## src/verilog/lcd_common_pkg.sv

```systemverilog
// package: register layout, field positions and encodings of the lcd common pin driver
package lcd_common_pkg;
    localparam int unsigned DATA_WIDTH = 8;
    localparam int unsigned ADDR_WIDTH = 4;
    localparam int unsigned NUM_LINES = 4;
    localparam logic [ADDR_WIDTH-1:0] LCD_COMMON_CONTROL_OFFSET = 4'h0;
    localparam logic [DATA_WIDTH-1:0] LCD_COMMON_CONTROL_RESET = 8'h00;
    localparam int unsigned LINE_SELECT_LSB = 0;
    localparam int unsigned MASTER_ENABLE_BIT = 4;
    localparam int unsigned BIAS_SEL_LO_BIT = 5;
    localparam int unsigned BIAS_SEL_HI_BIT = 6;
    localparam int unsigned RESERVED_BIT = 7;
    localparam logic [DATA_WIDTH-1:0] UNMAPPED_READ = 8'h00;

    // bias current codes
    typedef enum logic [1:0]
    {
        BIAS_25UA = 2'h0,
        BIAS_50UA = 2'h1,
        BIAS_100UA = 2'h2,
        BIAS_200UA = 2'h3
    } bias_current_t;

    // register bus request
    typedef struct packed
    {
        logic [ADDR_WIDTH-1:0] addr;
        logic [DATA_WIDTH-1:0] wdata;
        logic write;
        logic read;
    } reg_req_t;

    // decoded control fields
    typedef struct packed
    {
        logic reserved;
        bias_current_t bias_current;
        logic common_master_enable;
        logic [NUM_LINES-1:0] common_line_select;
    } control_t;

    // state of one pin: plain gpio or half-supply bias drive
    typedef enum logic
    {
        PIN_GPIO,
        PIN_HALF_BIAS
    } pin_mode_t;
endpackage : lcd_common_pkg
```

## src/verilog/lcd_common_pin_cell.sv

```systemverilog
// one shared pin: gpio path or lcd common half-bias drive
`timescale 1ns/1ps
`default_nettype none
module lcd_common_pin_cell
(
    input wire logic core_clk,
    input wire logic reset,
    input wire logic master_enable,
    input wire logic line_select,
    input wire logic gpio_out,
    input wire logic gpio_oe,
    output logic pin_out,
    output logic pin_oe,
    output logic half_bias_en
);
    import lcd_common_pkg::*;

    pin_mode_t mode_reg;
    pin_mode_t mode_next;

    // ------------------------------------------------------------
    // pin function
    // ------------------------------------------------------------
    // common drive needs both enables; else plain gpio
    always_comb
    begin
        if (master_enable && line_select)
        begin
            mode_next = PIN_HALF_BIAS;
        end
        else
        begin
            mode_next = PIN_GPIO;
        end
    end

    // registered copy of the mode; only unused_mode reads it, the pad drive below uses mode_next
    always_ff @(posedge core_clk or posedge reset)
    begin
        if (reset)
        begin
            mode_reg <= PIN_GPIO;
        end
        else
        begin
            mode_reg <= mode_next;
        end
    end

    // ------------------------------------------------------------
    // pad drive
    // ------------------------------------------------------------
    // in bias mode the digital driver is off and the analog vdd/2 source
    // owns the pad; the port direction bit is ignored then
    always_ff @(posedge core_clk or posedge reset)
    begin
        if (reset)
        begin
            pin_out <= 1'b0;
            pin_oe <= 1'b0;
            half_bias_en <= 1'b0;
        end
        else if (mode_next == PIN_HALF_BIAS)
        begin
            pin_out <= 1'b0;
            pin_oe <= 1'b0;
            half_bias_en <= 1'b1;
        end
        else
        begin
            pin_out <= gpio_out;
            pin_oe <= gpio_oe;
            half_bias_en <= 1'b0;
        end
    end

    logic unused_mode;
    assign unused_mode = mode_reg == PIN_HALF_BIAS;
endmodule : lcd_common_pin_cell
`default_nettype wire

```

## src/verilog/lcd_common_pin_driver_ctrl.sv

```systemverilog
// top: control register and pin muxing of the lcd common line drivers
//
// Function
// - common drive needs master and line enable
// - selected pin driven to half supply
// - otherwise pin stays ordinary gpio
// - common drive ignores port direction register
// - select bits 0..3 map pb6,pb7,pc7,pc6
// - bits 6:5 pick bias current 25..200ua
// - bit 4 switches whole module on/off
`timescale 1ns/1ps
`default_nettype none
module lcd_common_pin_driver_ctrl
(
    input wire logic core_clk,
    input wire logic reset,
    input wire lcd_common_pkg::reg_req_t reg_req,
    output logic [lcd_common_pkg::DATA_WIDTH-1:0] reg_rdata,
    input wire logic [lcd_common_pkg::NUM_LINES-1:0] gpio_out,
    input wire logic [lcd_common_pkg::NUM_LINES-1:0] gpio_oe,
    output logic port_b_pin6_out,
    output logic port_b_pin6_oe,
    output logic port_b_pin7_out,
    output logic port_b_pin7_oe,
    output logic port_c_pin7_out,
    output logic port_c_pin7_oe,
    output logic port_c_pin6_out,
    output logic port_c_pin6_oe,
    output logic [lcd_common_pkg::NUM_LINES-1:0] half_bias_en,
    output logic common_module_on,
    output lcd_common_pkg::bias_current_t bias_current_sel
);
    import lcd_common_pkg::*;

    logic [DATA_WIDTH-1:0] lcd_common_control_reg;
    control_t ctrl;
    logic [NUM_LINES-1:0] line_out;
    logic [NUM_LINES-1:0] line_oe;

    function automatic logic hit(input logic [ADDR_WIDTH-1:0] a);
        hit = (a == LCD_COMMON_CONTROL_OFFSET);
    endfunction : hit

    // ------------------------------------------------------------
    // control register
    // ------------------------------------------------------------
    // all eight bits are stored as written, bit 7 included, since software
    // is expected to keep it clear and the hardware does not police it
    always_ff @(posedge core_clk or posedge reset)
    begin
        if (reset)
        begin
            lcd_common_control_reg <= LCD_COMMON_CONTROL_RESET;
        end
        else if (reg_req.write && hit(reg_req.addr))
        begin
            lcd_common_control_reg <= reg_req.wdata;
        end
    end

    // read data valid in the cycle after the strobe only
    always_ff @(posedge core_clk or posedge reset)
    begin
        if (reset)
        begin
            reg_rdata <= UNMAPPED_READ;
        end
        else if (reg_req.read && hit(reg_req.addr))
        begin
            reg_rdata <= lcd_common_control_reg;
        end
        else
        begin
            reg_rdata <= UNMAPPED_READ;
        end
    end

    assign ctrl = control_t'(lcd_common_control_reg);

    // ------------------------------------------------------------
    // module level outputs
    // ------------------------------------------------------------
    // registered so they line up with the pin mode change
    always_ff @(posedge core_clk or posedge reset)
    begin
        if (reset)
        begin
            common_module_on <= 1'b0;
            bias_current_sel <= BIAS_25UA;
        end
        else
        begin
            common_module_on <= lcd_common_control_reg[MASTER_ENABLE_BIT];
            bias_current_sel <= bias_current_t'(lcd_common_control_reg[BIAS_SEL_HI_BIT:BIAS_SEL_LO_BIT]);
        end
    end

    // ------------------------------------------------------------
    // pin cells
    // ------------------------------------------------------------
    // index n of gpio and half_bias vectors is common line n; waveforms are
    // left to firmware toggling selects and gpio data (no sequencer here)
    for (genvar n = 0; n < NUM_LINES; n++)
    begin : g_line
        lcd_common_pin_cell u_cell
        (
            .core_clk(core_clk),
            .reset(reset),
            .master_enable(ctrl.common_master_enable),
            .line_select(lcd_common_control_reg[LINE_SELECT_LSB + n]),
            .gpio_out(gpio_out[n]),
            .gpio_oe(gpio_oe[n]),
            .pin_out(line_out[n]),
            .pin_oe(line_oe[n]),
            .half_bias_en(half_bias_en[n])
        );
    end

    // line to pad mapping: 0 pb6, 1 pb7, 2 pc7, 3 pc6
    assign port_b_pin6_out = line_out[0];
    assign port_b_pin6_oe = line_oe[0];
    assign port_b_pin7_out = line_out[1];
    assign port_b_pin7_oe = line_oe[1];
    assign port_c_pin7_out = line_out[2];
    assign port_c_pin7_oe = line_oe[2];
    assign port_c_pin6_out = line_out[3];
    assign port_c_pin6_oe = line_oe[3];

    logic unused_ctrl;
    assign unused_ctrl = ctrl.reserved ^ (^ctrl.bias_current) ^ (^ctrl.common_line_select);
endmodule : lcd_common_pin_driver_ctrl
`default_nettype wire

```

## config.mk

```make
export PLATFORM = sky130hd
export DESIGN_NAME = lcd_common_pin_driver_ctrl
export DESIGN_NICKNAME = d
export VERILOG_FILES = /design/src/verilog/lcd_common_pkg.sv /design/src/verilog/lcd_common_pin_cell.sv /design/src/verilog/lcd_common_pin_driver_ctrl.sv
export SDC_FILE = /design/constraint.sdc
export NUM_CORES = 1
export LEC_CHECK = 0
export BUFFER_PORTS_ARGS = -buffer_cell sky130_fd_sc_hd__buf_2
export CAP_MARGIN = 20
export CORE_MARGIN = 5
export CORE_UTILIZATION = 48
export CTS_CLUSTER_DIAMETER = 60
export DETAILED_ROUTE_END_ITERATION = 8
export PLACE_DENSITY = 0.81
export SLEW_MARGIN = 10
export SYNTH_ARGS = -nofsm -noshare
export SYNTH_HDL_FRONTEND = slang
export SYNTH_SLANG_ARGS = --single-unit
```

## constraint.sdc

```tcl
create_clock -name core_clk -period 1.4 [get_ports core_clk]
set_input_delay 0.21 -clock core_clk [delete_from_list [all_inputs] [get_ports core_clk]]
set_output_delay 0.21 -clock core_clk [all_outputs]
set_load 0.05 [all_outputs]
```

==> reports/summary.txt <==
CTS root buffer -> clkbuf_4
worst reg2reg path depth -> 2
DRT Pass-1 Iters -> 2
antenna viol nets, final -> 0
Yosys warnings -> 0
worst rel slew slack -> 75.7%
final critical-path share of the clock period -> 80.8%
unrepaired setup endpoints after global routing -> no
top-count cell post-synth -> dfrtp_1
H-Tree Depth -> 2
Synth top area share -> 72.7%
min Tclk post-route -> 1.13 ns
final core utilization -> 64.5%
DR WL/cell -> 12.9 µm
share of cells above drive strength 1 -> 62.2%
Via-to-Cell Ratio -> 4.54
placed cell area -> 0.00132 mm²
Synth Instances -> 66
CTS Buffer Depth -> 2
antenna fix cells -> 0
IR drop worst, VDD -> 1.02 mV
critical path's top delay family -> flip-flops
Worst R2R End -> g_line[0].u_cell.pin_oe
Hold Crit Class -> input pin to flop
grt ovf -> 0
Layout Skew -> 0.00769 ns
Pins Over Slew Limit -> 0
Initial Utilization -> 49.2%
critical path cell sequence -> buf_2
Critical Path RT -> 1.19 ns
tightest hold margin -> 0.103 ns
Mapped Area -> 0.00107 mm²
detailed-route via count -> 668
largest net degree at the start of global routing -> 32
die width -> 57.2 µm
full die area -> 0.00327 mm²
final wirelength -> 1900 µm
Worst Hold End -> g_line[2].u_cell.pin_out
num ports -> 47
top cells by area, synth -> dfrtp_1 73%, mux2_2 8.4%, and3_2 5.6%
Avg Cell Area, Syn -> 16.2 µm²
crit start category -> flop
worst r2r src -> ctrl[4]
commonest cells in the synthesized netlist -> 31 x dfrtp_1, 8 x and3_2, 8 x mux2_2, 8 x nor2b_1
TritonCTS Sinks -> 31
r2r setup slk -> 0.56 ns
DRC -> 0
Achievable Freq -> 884 MHz
setup tns final -> 0 ns
post-synthesis cell type count -> 9
Layout area overhead -> 31.2%
Worst path max stage delay -> 0.34 ns
peak fanout along the critical path -> 1
Max Cap Viol -> 0
number of cells on the critical path -> 1
largest area contributor in the netlist -> dfrtp_1
syn nets -> 90
LEAKAGE -> 0.780 nW
top_reg_cell synth -> dfrtp_1
hold path depth -> 2
vias in the first global route -> 695
# nets final -> 142
hold path startpoint -> gpio_out[2]
DRT iter0 DRCs -> 8
clock latency on the worst-skew pair -> 0.32 ns
Vert. Die Dim -> 57.2 µm
post-place setup slack -> 0.147 ns
total CTS buffers -> 5
PortBufs -> 46
clock slew at reported path FFs -> 0.10 ns
post-CTS setup buffer count -> 0
# resized after CTS -> 0
PD cells -> 1550 mW/mm²
Final Hold Vio Count -> 0
status -> finished, final reports clean
initial antenna violation count -> 0
GP Congestion -> 0.663
crit path DAT -> 0.92 ns
first-pass GRT wire length -> 3080 µm
slowest CP cell -> dfrtp_1
setup violators final -> 0
register area share after synthesis -> 72.7%
# rows -> 17
Buf/Inv on CP -> 1
finished layout cell area -> 0.00140 mm²
critical path type -> flop to primary output
number of enable flip-flop cells after synthesis -> 0
core area -> 0.00217 mm²
Async SR Flop Fraction -> 100%
GRT Util Overall -> 13.0%
Synth Register Bits -> 31
Slew @ Worst Pin -> 0.365 ns
final setup margin -> 0.269 ns
CTS tree -> done
Critical Path End Type -> primary output
-- metrics by stage --
step / cells / total power, mW
2_1_floorplan: 66 / 1.49
5_1_grt: 147 / 2.27
3_3_place_gp: 138 / 1.59
6_report: 147 / 2.17
3_5_place_dp: 138 / 1.61
4_1_cts: 147 / 2.20
-- placed cells by master, fill, tap and decap left out, drive strengths merged --
cell | netlist | final
nand2 | 1 | 1
and2 | 4 | 4
nor2b | 8 | 8
buf | 4 | 48
and3 | 8 | 8
clkinvlp | 0 | 1
inv | 1 | 1
nor4 | 1 | 1
dlygate4sd3 | 0 | 1
clkbuf | 0 | 7
mux2 | 8 | 8
dfrtp | 31 | 31
-- routing by layer --
| layer | vias to the layer above | wire length [µm] | global-route usage, % |
|---|---|---|---|
| met5 | - | 0 | 0 |
| met4 | 0 | 44 | 8.94 |
| met3 | 5 | 143 | 5.43 |
| met2 | 26 | 1030 | 22.5 |
| met1 | 318 | 677 | 12.4 |
| li1 | 319 | - | - |
-- worst max path at each step --
| stage | slack (ns) | startpoint | endpoint |
|---|---|---|---|
| 2_1_floorplan | 0.25 | reg_req[13] | ctrl[0] |
| 3_3_place_gp | 0.20 | reg_req[13] | ctrl[2] |
| 3_5_place_dp | 0.15 | reg_req[13] | ctrl[7] |
| 4_1_cts | 0.25 | g_line[2].u_cell.half_bias_en | half_bias_en[2] |
| 5_1_grt | 0.22 | reg_rdata[2] | reg_rdata[2] |
| 6_report | 0.27 | g_line[0].u_cell.pin_oe | port_b_pin6_oe |
-- power breakdown --
| part | internal [mW] | total, mW | switching (mW) |
|---|---|---|---|
| combinational | 0.142 | 0.509 | 0.367 |
| sequential | 1.02 | 1.07 | 0.0536 |
| clock | 0.293 | 0.584 | 0.291 |
-- sequential cells by signal, summed over array words and instances (netlist names) --
signal,count
bias_current_sel,2
common_module_on,1
ctrl,8
g_line.u_cell.half_bias_en,4
g_line.u_cell.pin_oe,4
g_line.u_cell.pin_out,4
reg_rdata,8
-- logic make-up after synthesis --
logic type,synth area share (%)
flops,72.7
buf+inv,3.17
simple gates,15.7
mux,8.44
-- timing repair --
action	CTS	global route
hold buffers	1	0
endpoints found under the hold margin	31	0
endpoints found under the setup margin	0	0
-- area by class of cell --
cell class                      instances  area (µm²)
Inverter                                1        3.75
Fill cell                             176         769
Multi-Input combinational cell         30         258
Clock buffer                            7        65.1
Sequential cell                        31         776
Tap cell                               28        35.0
Timing Repair Buffer                   49         255
Clock inverter                          1        7.51
Note: power is estimated with default switching activity, not from simulation.
